==> src/inc/line_io_map.vh <==
// Register map, field layout and timing constants of the line I/O ports.
//
// Function
// - Each of the five pins of a channel is an input or an output as its direction bit says, in either interface mode.
// - In serial-port mode an output pin drives the level last written to the output latch and holds it until the next write.
// - In circuit-interface mode the two control/data output pins follow the first and second downstream command bits.
// - In circuit-interface mode the third to fifth output pins follow the third to fifth downstream command bits.
// - The two control/data inputs are processed only when processing is enabled, otherwise they are reported raw.
// - The first control/data input is debounced over a programmable 0 to 15 ms in 1 ms steps.
// - The second control/data input is filtered by an up/down counter sampling at a programmable interval.
// - With demultiplexing on, the first input splits in two and the second bit replaces the second control/data pin.
// - Demultiplexed bits pass through the debouncer and the counter filter like undemultiplexed inputs.
// - In serial-port mode the input read returns the third to fifth pin levels.
// - In circuit-interface mode the third pin and both processed inputs go upstream per channel.
// - In circuit-interface mode the input read returns the third to fifth pins with both control/data inputs.
`ifndef LINE_IO_MAP_VH
`define LINE_IO_MAP_VH

`define ADDR_CTRL 12'h000
`define ADDR_DIR 12'h004
`define ADDR_OUT 12'h008
`define ADDR_IN 12'h00c
`define ADDR_DEB 12'h010
`define ADDR_FILT 12'h014
`define ADDR_STAT 12'h018
`define ADDR_MASK 12'h01c

`define CTRL_MODE_BIT 0
`define CTRL_PROC_BIT 1
`define CTRL_DEMUX_BIT 2

`define CLK_HZ 25000000
`define MS_PER_S 1000
`define TICK_CYCLES (`CLK_HZ / `MS_PER_S)

`define PINS_PER_CH 5
`define FILT_LIMIT 4'h3
`define DEB_RESET 4'h0
`define FILT_RESET 4'h1

`endif

==> src/logic/line_io_ports.v <==
// Five programmable line I/O pins per channel with debounce and filtering.
//
// Implementation choices: register access over APB and the register addresses.
`timescale 1ns/100ps
`include "line_io_map.vh"

module line_io_ports #(
  parameter CH = 4,
  parameter TICK = `TICK_CYCLES
) (
  // Clock and reset.
  input wire clk,
  input wire srst,
  // APB slave.
  input wire psel,
  input wire penable,
  input wire pwrite,
  input wire [11:0] paddr,
  input wire [31:0] pwdata,
  output reg [31:0] prdata,
  output reg pready,
  output reg pslverr,
  // Downstream command bits, five per channel, circuit-interface mode.
  input wire [5*CH-1:0] downBits,
  // Upstream indication: third pin, processed b, processed a per channel.
  output reg [3*CH-1:0] upBits,
  // Line pins, index 0 is ctrl_data_pin_a, 1 is ctrl_data_pin_b.
  input wire [5*CH-1:0] pinIn,
  output reg [5*CH-1:0] pinOut,
  output reg [5*CH-1:0] pinOe,
  // Interrupt.
  output reg irq
);

  localparam N = 5 * CH;

  reg [2:0] ctrl_reg;
  reg [N-1:0] dir_reg;
  reg [N-1:0] outLatch_reg;
  reg [4*CH-1:0] debTime_reg;
  reg [4*CH-1:0] filtTime_reg;
  reg [2*CH-1:0] stat_reg;
  reg [2*CH-1:0] mask_reg;
  reg [N-1:0] sync1_reg;
  reg [N-1:0] sync2_reg;
  reg [N-1:0] downSync1_reg;
  reg [N-1:0] downSync2_reg;
  reg [14:0] tick_reg;
  reg msTick_reg;
  reg strobe_reg;
  reg [4*CH-1:0] debCnt_reg;
  reg [CH-1:0] debOut_reg;
  reg [4*CH-1:0] intCnt_reg;
  reg [4*CH-1:0] udCnt_reg;
  reg [CH-1:0] filtOut_reg;
  reg [CH-1:0] demuxA_reg;
  reg [CH-1:0] demuxB_reg;

  wire gciMode = ctrl_reg[`CTRL_MODE_BIT];
  wire procEn = ctrl_reg[`CTRL_PROC_BIT];
  wire demuxEn = ctrl_reg[`CTRL_DEMUX_BIT];
  wire access = psel & penable;
  wire wrEn = access & pwrite;

  reg [CH-1:0] rawA;
  reg [CH-1:0] rawB;
  reg [CH-1:0] repA;
  reg [CH-1:0] repB;
  reg [N-1:0] drive;
  reg [31:0] readMux;
  reg mapped;
  integer i;

  // Millisecond time base; the demux strobe alternates each tick.
  always @(posedge clk) begin
    if (srst) begin
      tick_reg <= 15'h0000;
      msTick_reg <= 1'b0;
      strobe_reg <= 1'b0;
    end else if (tick_reg == TICK - 1) begin
      tick_reg <= 15'h0000;
      msTick_reg <= 1'b1;
      strobe_reg <= ~strobe_reg;
    end else begin
      tick_reg <= tick_reg + 15'h0001;
      msTick_reg <= 1'b0;
    end
  end

  // Two-stage synchronisers for pins and downstream bits.
  always @(posedge clk) begin
    if (srst) begin
      sync1_reg <= {N{1'b0}};
      sync2_reg <= {N{1'b0}};
      downSync1_reg <= {N{1'b0}};
      downSync2_reg <= {N{1'b0}};
    end else begin
      sync1_reg <= pinIn;
      sync2_reg <= sync1_reg;
      downSync1_reg <= downBits;
      downSync2_reg <= downSync1_reg;
    end
  end

  // Demultiplexer samples pin a in each half of the strobe cycle.
  always @(posedge clk) begin
    if (srst) begin
      demuxA_reg <= {CH{1'b0}};
      demuxB_reg <= {CH{1'b0}};
    end else if (msTick_reg) begin
      for (i = 0; i < CH; i = i + 1) begin
        if (strobe_reg)
          demuxB_reg[i] <= sync2_reg[5*i];
        else
          demuxA_reg[i] <= sync2_reg[5*i];
      end
    end
  end

  always @* begin
    for (i = 0; i < CH; i = i + 1) begin
      rawA[i] = demuxEn ? demuxA_reg[i] : sync2_reg[5*i];
      rawB[i] = demuxEn ? demuxB_reg[i] : sync2_reg[5*i+1];
      repA[i] = procEn ? debOut_reg[i] : rawA[i];
      repB[i] = procEn ? filtOut_reg[i] : rawB[i];
    end
  end

  // Debouncer on input a and up/down filter on input b.
  always @(posedge clk) begin
    if (srst) begin
      debCnt_reg <= {4*CH{1'b0}};
      debOut_reg <= {CH{1'b0}};
      intCnt_reg <= {4*CH{1'b0}};
      udCnt_reg <= {4*CH{1'b0}};
      filtOut_reg <= {CH{1'b0}};
    end else begin
      for (i = 0; i < CH; i = i + 1) begin
        if (rawA[i] == debOut_reg[i]) begin
          debCnt_reg[4*i +: 4] <= 4'h0;
        end else if (debCnt_reg[4*i +: 4] >= debTime_reg[4*i +: 4]) begin
          debOut_reg[i] <= rawA[i];
          debCnt_reg[4*i +: 4] <= 4'h0;
        end else if (msTick_reg) begin
          debCnt_reg[4*i +: 4] <= debCnt_reg[4*i +: 4] + 4'h1;
        end
        if (msTick_reg) begin
          if (intCnt_reg[4*i +: 4] >= filtTime_reg[4*i +: 4]) begin
            intCnt_reg[4*i +: 4] <= 4'h0;
            if (rawB[i] && udCnt_reg[4*i +: 4] < `FILT_LIMIT)
              udCnt_reg[4*i +: 4] <= udCnt_reg[4*i +: 4] + 4'h1;
            else if (!rawB[i] && udCnt_reg[4*i +: 4] != 4'h0)
              udCnt_reg[4*i +: 4] <= udCnt_reg[4*i +: 4] - 4'h1;
            if (rawB[i] && udCnt_reg[4*i +: 4] == `FILT_LIMIT - 4'h1)
              filtOut_reg[i] <= 1'b1;
            else if (!rawB[i] && udCnt_reg[4*i +: 4] == 4'h1)
              filtOut_reg[i] <= 1'b0;
          end else begin
            intCnt_reg[4*i +: 4] <= intCnt_reg[4*i +: 4] + 4'h1;
          end
        end
      end
    end
  end

  // Output level source depends on interface mode.
  always @* begin
    drive = gciMode ? downSync2_reg : outLatch_reg;
  end

  always @(posedge clk) begin
    if (srst) begin
      pinOut <= {N{1'b0}};
      pinOe <= {N{1'b0}};
      upBits <= {3*CH{1'b0}};
    end else begin
      pinOut <= drive & dir_reg;
      pinOe <= dir_reg;
      for (i = 0; i < CH; i = i + 1) begin
        upBits[3*i] <= repA[i];
        upBits[3*i+1] <= repB[i];
        upBits[3*i+2] <= sync2_reg[5*i+2];
      end
    end
  end

  // Read data: in serial mode only pins three to five, else all five.
  always @* begin
    readMux = 32'h00000000;
    mapped = 1'b1;
    case (paddr)
      `ADDR_CTRL: readMux[2:0] = ctrl_reg;
      `ADDR_DIR: readMux[N-1:0] = dir_reg;
      `ADDR_OUT: readMux[N-1:0] = outLatch_reg;
      `ADDR_IN: begin
        for (i = 0; i < CH; i = i + 1) begin
          readMux[5*i+2] = sync2_reg[5*i+2];
          readMux[5*i+3] = sync2_reg[5*i+3];
          readMux[5*i+4] = sync2_reg[5*i+4];
          readMux[5*i] = gciMode & repA[i];
          readMux[5*i+1] = gciMode & repB[i];
        end
      end
      `ADDR_DEB: readMux[4*CH-1:0] = debTime_reg;
      `ADDR_FILT: readMux[4*CH-1:0] = filtTime_reg;
      `ADDR_STAT: readMux[2*CH-1:0] = stat_reg;
      `ADDR_MASK: readMux[2*CH-1:0] = mask_reg;
      default: mapped = 1'b0;
    endcase
  end

  // APB slave with one wait state; events set status, set beats clear.
  always @(posedge clk) begin
    if (srst) begin
      ctrl_reg <= 3'h0;
      dir_reg <= {N{1'b0}};
      outLatch_reg <= {N{1'b0}};
      debTime_reg <= {CH{`DEB_RESET}};
      filtTime_reg <= {CH{`FILT_RESET}};
      stat_reg <= {2*CH{1'b0}};
      mask_reg <= {2*CH{1'b0}};
      prdata <= 32'h00000000;
      pready <= 1'b0;
      pslverr <= 1'b0;
      irq <= 1'b0;
    end else begin
      pready <= access & ~pready;
      pslverr <= access & ~pready & ~mapped;
      if (access & ~pready & ~pwrite)
        prdata <= readMux;
      if (wrEn & pready) begin
        case (paddr)
          `ADDR_CTRL: ctrl_reg <= pwdata[2:0];
          `ADDR_DIR: dir_reg <= pwdata[N-1:0];
          `ADDR_OUT: outLatch_reg <= pwdata[N-1:0];
          `ADDR_DEB: debTime_reg <= pwdata[4*CH-1:0];
          `ADDR_FILT: filtTime_reg <= pwdata[4*CH-1:0];
          `ADDR_MASK: mask_reg <= pwdata[2*CH-1:0];
          default: ;
        endcase
      end
      for (i = 0; i < CH; i = i + 1) begin
        if (upBits[3*i] != repA[i])
          stat_reg[2*i] <= 1'b1;
        else if (wrEn & pready & (paddr == `ADDR_STAT) & pwdata[2*i])
          stat_reg[2*i] <= 1'b0;
        if (upBits[3*i+1] != repB[i])
          stat_reg[2*i+1] <= 1'b1;
        else if (wrEn & pready & (paddr == `ADDR_STAT) & pwdata[2*i+1])
          stat_reg[2*i+1] <= 1'b0;
      end
      irq <= |(stat_reg & mask_reg);
    end
  end

endmodule

==> config.mk <==
export PLATFORM = sky130hd
export DESIGN_NAME = line_io_ports
export DESIGN_NICKNAME = d
export VERILOG_FILES = /design/src/logic/line_io_ports.v
export VERILOG_INCLUDE_DIRS = /design/src /design/src/inc
export SDC_FILE = /design/constraint.sdc
export NUM_CORES = 1
export LEC_CHECK = 0
export BUFFER_PORTS_ARGS = -buffer_cell sky130_fd_sc_hd__buf_2
export CORE_ASPECT_RATIO = 1.2
export CORE_MARGIN = 1
export CORE_UTILIZATION = 62
export DETAILED_ROUTE_END_ITERATION = 8
export GPL_TIMING_DRIVEN = 0
export PLACE_DENSITY = 0.85
export SYNTH_ARGS = -nofsm -noshare
export SYNTH_HDL_FRONTEND = slang
export SYNTH_SLANG_ARGS = --single-unit
==> constraint.sdc <==
create_clock -name clk -period 4.8 [get_ports clk]
set_clock_uncertainty 0.2 [all_clocks]
set_input_delay 0.48 -clock clk [delete_from_list [all_inputs] [get_ports clk]]
set_output_delay 0.48 -clock clk [all_outputs]
set_load 0.03 [all_outputs]
==> flow_summary.ini, run 1 <==
[finish]
area_delta_synth_final_pct = 18.3
layout_common_cells = 327 x dfxtp_1, 199 x nand2_1, 159 x buf_2, 129 x nor2b_1, 107 x a21oi_1
num_antenna_cells = 0
drive_gt1_frac = 0.146
fin_area_um2 = 16200
fin_nets = 1864
layout_commonest_cell = dfxtp_1
fill_cells = 1537

[min_path]
min_delay_path_depth = 2
worst_hold_path.endpoint = downSync1_reg[19]
hp-class = in -> reg
min_from = downBits[19]

[setup_path]
rrSetupSlack_ns = 2.16
start_kind = input port
reg2reg_from = ctrl_reg[1]
r2r_cells = 4
critPathArrivalTime_ns = 3.00
worstSetupEndpointType = flop
reg2reg_to = prdata[16]
crit_required_ns = 4.97
critPathMaxFanout = 10
worstSetupPathType = in -> reg

[logic_synthesis]
ys.flop_type = dfxtp_1
yosysSeqAreaShare = 0.478
synth_area_per_cell_um2 = 9.20
synthTopCellsByArea = dfxtp_1 48%, nor2b_1 5.9%, ha_1 5.6%, nand2_1 5.5%, mux2i_1 4.5%
synth_edf_count = 0
yosysWarnings = 0
synthCells = 1489
yosysTopAreaCell = dfxtp_1
ys_ff_latch = 327
netlist_area_um2 = 13700
synth_cell_types = 63
async_flop_share = 0
synth.top_cell.area_share = 0.478

[detailed_routing]
vias = 12108
drtAntennaViolNets = 0
routed_via_density = 6.03
drt_iter0_markers = 1071
drtPass1Iterations = 6
drt_wl_total_um = 41900
drc = 0
wl_per_cell_um = 20.9

[run_status]
violations = negative hold slack
status = complete, but fails checks

[grt]
grt_pass1_wl_um = 63300
grt_usage = 0.372
grt-busiest-layer = met2
grtUsageMet3 = 0.0614
grt_max_degree = 15
grt.overflow.total = 0
met2_usage = 0.635
met1_usage = 0.414
grt_pass1_vias = 12000
antenna_found_initial = 0

[sta]
finalCriticalPeriod_ns = 2.82
fin_setup_tns_ns = 0
setup_viol = 0
hold_violations = 3
fmax_mhz = 354
relSlewSlack = 0.279
rsz0062_at_grt = no
worstMarginPinSlew_ns = 1.07
drv_slew = 0
holdWs_ns = -0.00926
timing.final.crit_share = 0.588

[place]
hpwl_um = 29900
placed_area_um2 = 14800
gp_congestion = 0.975
io_buffers = 148

[floorplanning]
initial_core_util = 0.631
fp.dieW_um = 138
io_pins = 176
die_y_um = 165
rows = 59
core_area_um2 = 21700
die_area_um2 = 22700

[flow_run]
drv_cap = 0

[power]
irDropWorstVdd_uv = 357
p_leak_nw = 6.21
power_density_nw_per_um2 = 351

[clock_tree]
clk_pin_slew_ns = 0.06
root_buffer = clkbuf_16
h-tree-depth = 2
post-cts-setup-buffer-count = 0
worstSkewPairLatency_ns = 0.52
cts_tree = yes
cts_buffer_depth = 3
cts_buffers = 34
cts.sinks = 327
## critical path: stages
cell	delay [ns]
clkbuf_1	0.58
buf_1	0.57
clkbuf_1	0.60
buf_1	0.63
nor2_1	0.12
## per-stage QoR
stage	hold WS (ns)	worst slack [ns]	util	total power, mW	cells
after floorplan	0.214	2.40	-	3.01	1500
after global placement	0.220	1.21	0.683	3.13	1922
after detailed placement	0.222	1.57	0.683	3.14	1922
after CTS	0.000424	2.13	0.746	5.68	2008
after global routing	0.00631	1.94	0.746	5.83	2008
final	-0.00926	1.98	0.746	5.69	2008
## logic make-up after synthesis
family / share of synthesized area
multiplexers: 0.0585
AND/OR/NAND/NOR: 0.208
buffers and inverters: 0.0431
adder cells (fa/ha/maj): 0.0557
flip-flops: 0.478
other: 0.000274
XOR/XNOR: 0.0345
AO/OA/AOI/OAI: 0.122
## cell usage after synthesis, drive strengths merged (8+ instances only)
master / n
nor2: 92
nor2b: 129
a22oi: 20
a21oi: 107
a21o: 18
clkbuf: 57
buf: 33
xnor2: 30
nand3: 32
o211ai: 8
dfxtp: 327
ha: 61
mux2: 16
nand4: 22
nor4: 9
inv: 49
and3: 12
a211oi: 10
mux2i: 62
xor2: 24
o31ai: 9
nand2: 199
o21ai: 29
nor3: 34
## layout make-up
cell class,instances,area (um2),share of cell area
timing repair buffer,178,1040,0.0643
multi-input combinational,1034,6610,0.408
tap,274,343,0.0212
inverter,49,184,0.0114
clock buffer,44,940,0.0580
buffer,90,407,0.0251
sequential,327,6550,0.404
clock inverter,12,130,0.00803
## worst max-delay path by stage
stage,from,endpoint,slack (ns),cells after the start
after detailed placement,srst,udCnt_reg[0],1.57,5
after CTS,srst,udCnt_reg[8],2.13,5
after floorplan,paddr[2],outLatch_reg[0],2.40,6
after global routing,paddr[9],prdata[3],1.94,6
after global placement,paddr[3],filtTime_reg[12],1.21,6
final,srst,udCnt_reg[8],1.98,5
## power breakdown
part,internal [mW],switching [mW],leakage (nW)
registers,2.76,0.0302,2.66
logic,0.115,0.208,3.03
clock network,1.49,1.08,0.523
total,4.37,1.32,6.21
## what timing repair did
action,4_1_cts,5_1_grt
hold endpoints to repair,30,0
hold buffers,30,0
gates resized for setup,0,0
## layer usage
metal  up-vias  part of all wire  routed length, um
li1       5545                 -                  -
met1      5660              0.36              14900
met2       683              0.48              20100
met4         0             0.076               3190
met3       220             0.087               3650
met5         -                 0                  0
Power figures use the tool's default switching activity.
==> run 2, diff against run 1 <==
Settings changed: CORE_UTILIZATION 62 to 52, PLACE_DENSITY 0.85 to 0.76.
Clock period 4.8 ns to 2.4 ns, I/O delays scaled along.
==> run 2 against run 1 <==
Net effect: the flow now finishes without violations; sequential cell count is the same; non-clock buffer count up 41; cell count increased by 4.9%; largest power group unchanged.
==> flow_summary.ini, run 2 (synthesized netlist as in run 1, its figures left out) <==
[run_status]
status = finished clean

[sta]
rsz0062_at_grt = no
hold_violations = 0
relSlewSlack = 0.340
fin_ws_ns = 0.0445
setup_viol = 0
finalCriticalPeriod_ns = 2.36
worstMarginPinSlew_ns = 0.990
drv_slew = 0
fmax_mhz = 425
timing.final.crit_share = 0.981

[finish]
drive_gt1_frac = 0.151
fin_area_um2 = 16700
fill_cells = 2097
layout_common_cells = 327 x dfxtp_1, 199 x nand2_1, 159 x buf_2, 129 x nor2b_1, 107 x a21oi_1
instances_no_fill = 2107
fin_nets = 1902
area_delta_synth_final_pct = 21.6
layout_commonest_cell = dfxtp_1

[setup_path]
startpoint = srst
critPathTopFamily = buffers and inverters
slowest_stage = clkbuf_1
cp_common_cell = clkbuf_1
worstSetupPathType = in -> reg
reg2reg_from = ctrl_reg[0]
r2r_cells = 6
crit_required_ns = 2.62
crit_buf_inv = 4
worstSetupEndpointType = flop
start_kind = input port
critPathArrivalTime_ns = 2.58
rrSetupSlack_ns = 0.10
crit_chain = clkbuf_1 > buf_2 > clkbuf_1 > buf_1 > nor2_1
reg2reg_to = prdata[0]
critPathMaxFanout = 10
critical-path-max-stage-delay_ns = 0.60

[grt]
grt_pass1_wl_um = 64900
antenna_found_initial = 1
grt_usage = 0.312
grt.overflow.total = 0
grt_max_degree = 16
grt_pass1_vias = 12011

[clock_tree]
clk_pin_slew_ns = 0.07
root_buffer = clkbuf_16
h-tree-depth = 1
worstSkewPairLatency_ns = 0.57
cts_tree = yes
cts_buffer_depth = 3
cts.sinks = 327
cts_buffers = 31

[floorplanning]
initial_core_util = 0.533
io_pins = 176
fp.dieW_um = 150
core_area_um2 = 25700
die_area_um2 = 27000
rows = 64
die_y_um = 180

[power]
p_int_mw = 8.39
power.share.clock = 0.427
combinationalPowerShare = 0.065
power_density_nw_per_um2 = 659
switchingPower_mw = 2.59
p_leak_nw = 6.39
irDropWorstVdd_uv = 533
swShare = 0.236
power.total_mw = 11.0
seqPwrFrac = 0.508

[min_path]
hp-class = in -> reg
min_delay_path_depth = 5
min_from = psel
worst_hold_path.endpoint = prdata[13]

[place]
hpwl_um = 30200
dp_cells = 1978
gp_congestion = 0.965
placed_area_um2 = 14900
io_buffers = 148
pre_cts_ws_ns = -0.682

[detailed_routing]
drt_iter0_markers = 844
drc = 0
vias = 12020
routed_via_density = 5.70
drtPass1Iterations = 6
wl_per_cell_um = 20.0
drt_wl_total_um = 42200
drtAntennaViolNets = 0

[flow_run]
drv_cap = 0
## run 2: changes by cell type in the layout (fill, tap and decap cells not counted), sizes merged
cell | before | now
clkinv | 7 | 5
buf | 181 | 180
diode | 0 | 3
clkbuf | 101 | 105
inv | 50 | 51
clkinvlp | 2 | 1
dlygate4sd3 | 30 | 71
bufinv | 2 | 0
## run 2: repair_timing
action,CTS,global route
setup endpoints to repair,38,75
hold buffers,71,0
setup buffers,0,2
resized for setup,6,19
endpoints found under the hold margin,140,0
## run 2: layout make-up
class | count | area, um2 | area share
antenna | 3 | 7.51 | 0.000451
buffer | 88 | 410 | 0.0246
clock buffer | 47 | 906 | 0.0544
clock inverter | 8 | 52.6 | 0.00316
inverter | 49 | 184 | 0.0110
multi-input combinational | 1034 | 6670 | 0.400
sequential | 327 | 6550 | 0.393
tap | 330 | 413 | 0.0248
timing repair buffer | 221 | 1470 | 0.0881
## run 2: power by group through the flow
stage / Sequential (mW) / Clock (mW) / Combinational [mW]
6_report: 5.58 / 4.69 / 0.709
5_1_grt: 5.59 / 4.94 / 0.751
4_1_cts: 5.58 / 4.71 / 0.685
3_5_place_dp: 5.70 / 0 / 0.592
3_3_place_gp: 5.70 / 0 / 0.581
2_1_floorplan: 5.70 / 0 / 0.322
## run 2: per-stage QoR
step                TNS, ns   util  hold WS (ns)
floorplan                 0      -         0.164
global placement     -58.65  0.579         0.220
detailed placement   -48.18  0.580         0.223
CTS                       0  0.645       0.00287
global route              0  0.648        0.0269
finish                    0  0.648       0.00142
## run 2: tightest hold or removal path, cell delays in order
cell      delay (ns)
buf_2           0.13
nand2_1         0.11
nor3_2          0.11
nor2_1          0.10
a311oi_1        0.05
## run 2: per-layer routing
layer	share of wire	up-vias	global-route usage
li1	-	5630	-
met1	0.38	5688	0.370
met2	0.48	539	0.530
met3	0.073	163	0.0404
met4	0.065	0	0.193
met5	0	-	0
## run 2: how the worst max path moves through the flow
| stage | to | slack [ns] | cells past startpoint |
|---|---|---|---|
| 6_report | mask_reg[6] | 0.04 | 5 |
| 5_1_grt | prdata[0] | 0.003 | 6 |
| 4_1_cts | udCnt_reg[6] | 0.009 | 6 |
| 3_5_place_dp | upBits[7] | -0.68 | 5 |
| 3_3_place_gp | filtTime_reg[4] | -0.85 | 6 |
| 2_1_floorplan | outLatch_reg[0] | 0.24 | 6 |
==> run 3, diff against run 2 <==
Settings changed: CELL_PAD_IN_SITES_DETAIL_PLACEMENT set to 1, CELL_PAD_IN_SITES_GLOBAL_PLACEMENT set to 1, CORE_UTILIZATION 52 to 40, PLACE_DENSITY 0.76 to unset, PLACE_DENSITY_LB_ADDON set to 0.1.
Clock period 2.4 ns to 2.35 ns, I/O delays scaled along.
==> run 3 against run 2 <==
Net effect: design area up 2.9%; wire length up 13%; clock power up 29%; die area up 30%; via count down 0.58%; non-clock buffer count down 7; highest routed layer unchanged.
==> flow_summary.ini, run 3 (synthesized netlist as in run 1, its figures left out) <==
[run_status]
status = finished clean

[grt]
grt_pass1_vias = 12355
grt.overflow.total = 0
grt_usage = 0.275
grt_pass1_wl_um = 72300
grt_max_degree = 15
antenna_found_initial = 0

[clock_tree]
cts_buffer_depth = 3
worstSkewPairLatency_ns = 0.53
root_buffer = clkbuf_16
cts.sinks = 327
h-tree-depth = 2
cts_buffers = 37
cts_tree = yes
clk_pin_slew_ns = 0.06

[detailed_routing]
routed_via_density = 5.36
drt_wl_total_um = 47500
drtPass1Iterations = 5
drc = 0
drtAntennaViolNets = 0
drt_iter0_markers = 665
vias = 11950
wl_per_cell_um = 21.3

[setup_path]
start_kind = flop
critPathArrivalTime_ns = 2.51
worstSetupEndpointType = flop
critPathMaxFanout = 10
crit_required_ns = 2.52
worstSetupPathType = reg -> reg

[floorplanning]
rows = 73
io_pins = 176
die_area_um2 = 35000
core_area_um2 = 33400
initial_core_util = 0.410
fp.dieW_um = 171
die_y_um = 205

[sta]
rsz0062_at_grt = yes
setup_viol = 0
fmax_mhz = 428
finalCriticalPeriod_ns = 2.34
fin_ws_ns = 0.0116
worstMarginPinSlew_ns = 1.01
timing.final.crit_share = 0.995
drv_slew = 0
holdWs_ns = 0.0134
relSlewSlack = 0.326
hold_violations = 0

[place]
io_buffers = 148
hpwl_um = 35000
gp_congestion = 0.900
pre_cts_ws_ns = -1.09
placed_area_um2 = 15000

[finish]
fill_cells = 3876
drive_gt1_frac = 0.167
layout_commonest_cell = dfxtp_1
fin_nets = 1901
layout_common_cells = 327 x dfxtp_1, 199 x nand2_1, 160 x buf_2, 129 x nor2b_1, 107 x a21oi_1
area_delta_synth_final_pct = 25.2
num_antenna_cells = 0
fin_area_um2 = 17100

[flow_run]
drv_cap = 0

[power]
p_leak_nw = 6.56
irDropWorstVdd_uv = 460
power_density_nw_per_um2 = 727

[min_path]
hp-class = in -> reg
[run 3: worst paths after layout]
check | depth (start not counted) | slack (ns) | end | start
worst max-delay path | 6 | 0.01 | outLatch_reg[1] | pready
worst min-delay path | 2 | 0.01 | pinOe[12] | srst
worst max register to register | 6 | 0.01 | outLatch_reg[1] | pready
worst min register to register | 1 | 0.24 | downSync2_reg[1] | downSync1_reg[1]
[run 3: worst max-delay path, cell delays in order (launching register included)]
cell,delay [ns]
dfxtp_1,0.43
nand4_1,0.34
buf_4,0.30
or3_1,0.39
buf_1,0.29
nand2_1,0.15
a21oi_1,0.07
[run 3: layout make-up]
type	instances	area [um2]	area share
Inverter	49	184	0.0107
Multi-Input combinational cell	1034	6740	0.393
Clock buffer	51	1080	0.0631
Sequential cell	327	6550	0.382
Timing Repair Buffer	215	1420	0.0826
Tap cell	450	563	0.0328
Buffer	87	424	0.0247
Clock inverter	16	191	0.0112
[run 3: power breakdown]
part	switching (mW)	internal (mW)
Clock	2.36	3.67
Combinational	0.457	0.280
Sequential	0.0595	5.64
Total	2.87	9.59
[run 3: what timing repair did]
item | 4_1_cts | 5_1_grt
setup buffers | 1 | 2
endpoints found under the setup margin | 104 | 64
hold buffers | 64 | 0
cloned | 0 | 0
gates resized for setup | 22 | 29
pin swaps | 1 | 2
endpoints found under the hold margin | 135 | 0
[run 3: stage by stage]
stage	std cells	utilization	power (mW)	setup TNS [ns]
floorplan	1500	-	6.15	0
global placement	2098	0.450	6.44	-86.70
detailed placement	2098	0.450	6.45	-74.08
CTS	2229	0.510	12.6	0
global route	2229	0.513	12.9	-0.0307
finish	2229	0.513	12.5	0
[run 3: layer usage]
layer / vias up / global-route usage / wire [um]
li1: 5630 / - / -
met1: 5901 / 0.315 / 19100
met2: 326 / 0.506 / 24400
met3: 93 / 0.0384 / 2210
met4: 0 / 0.113 / 1780
met5: - / 0 / 0
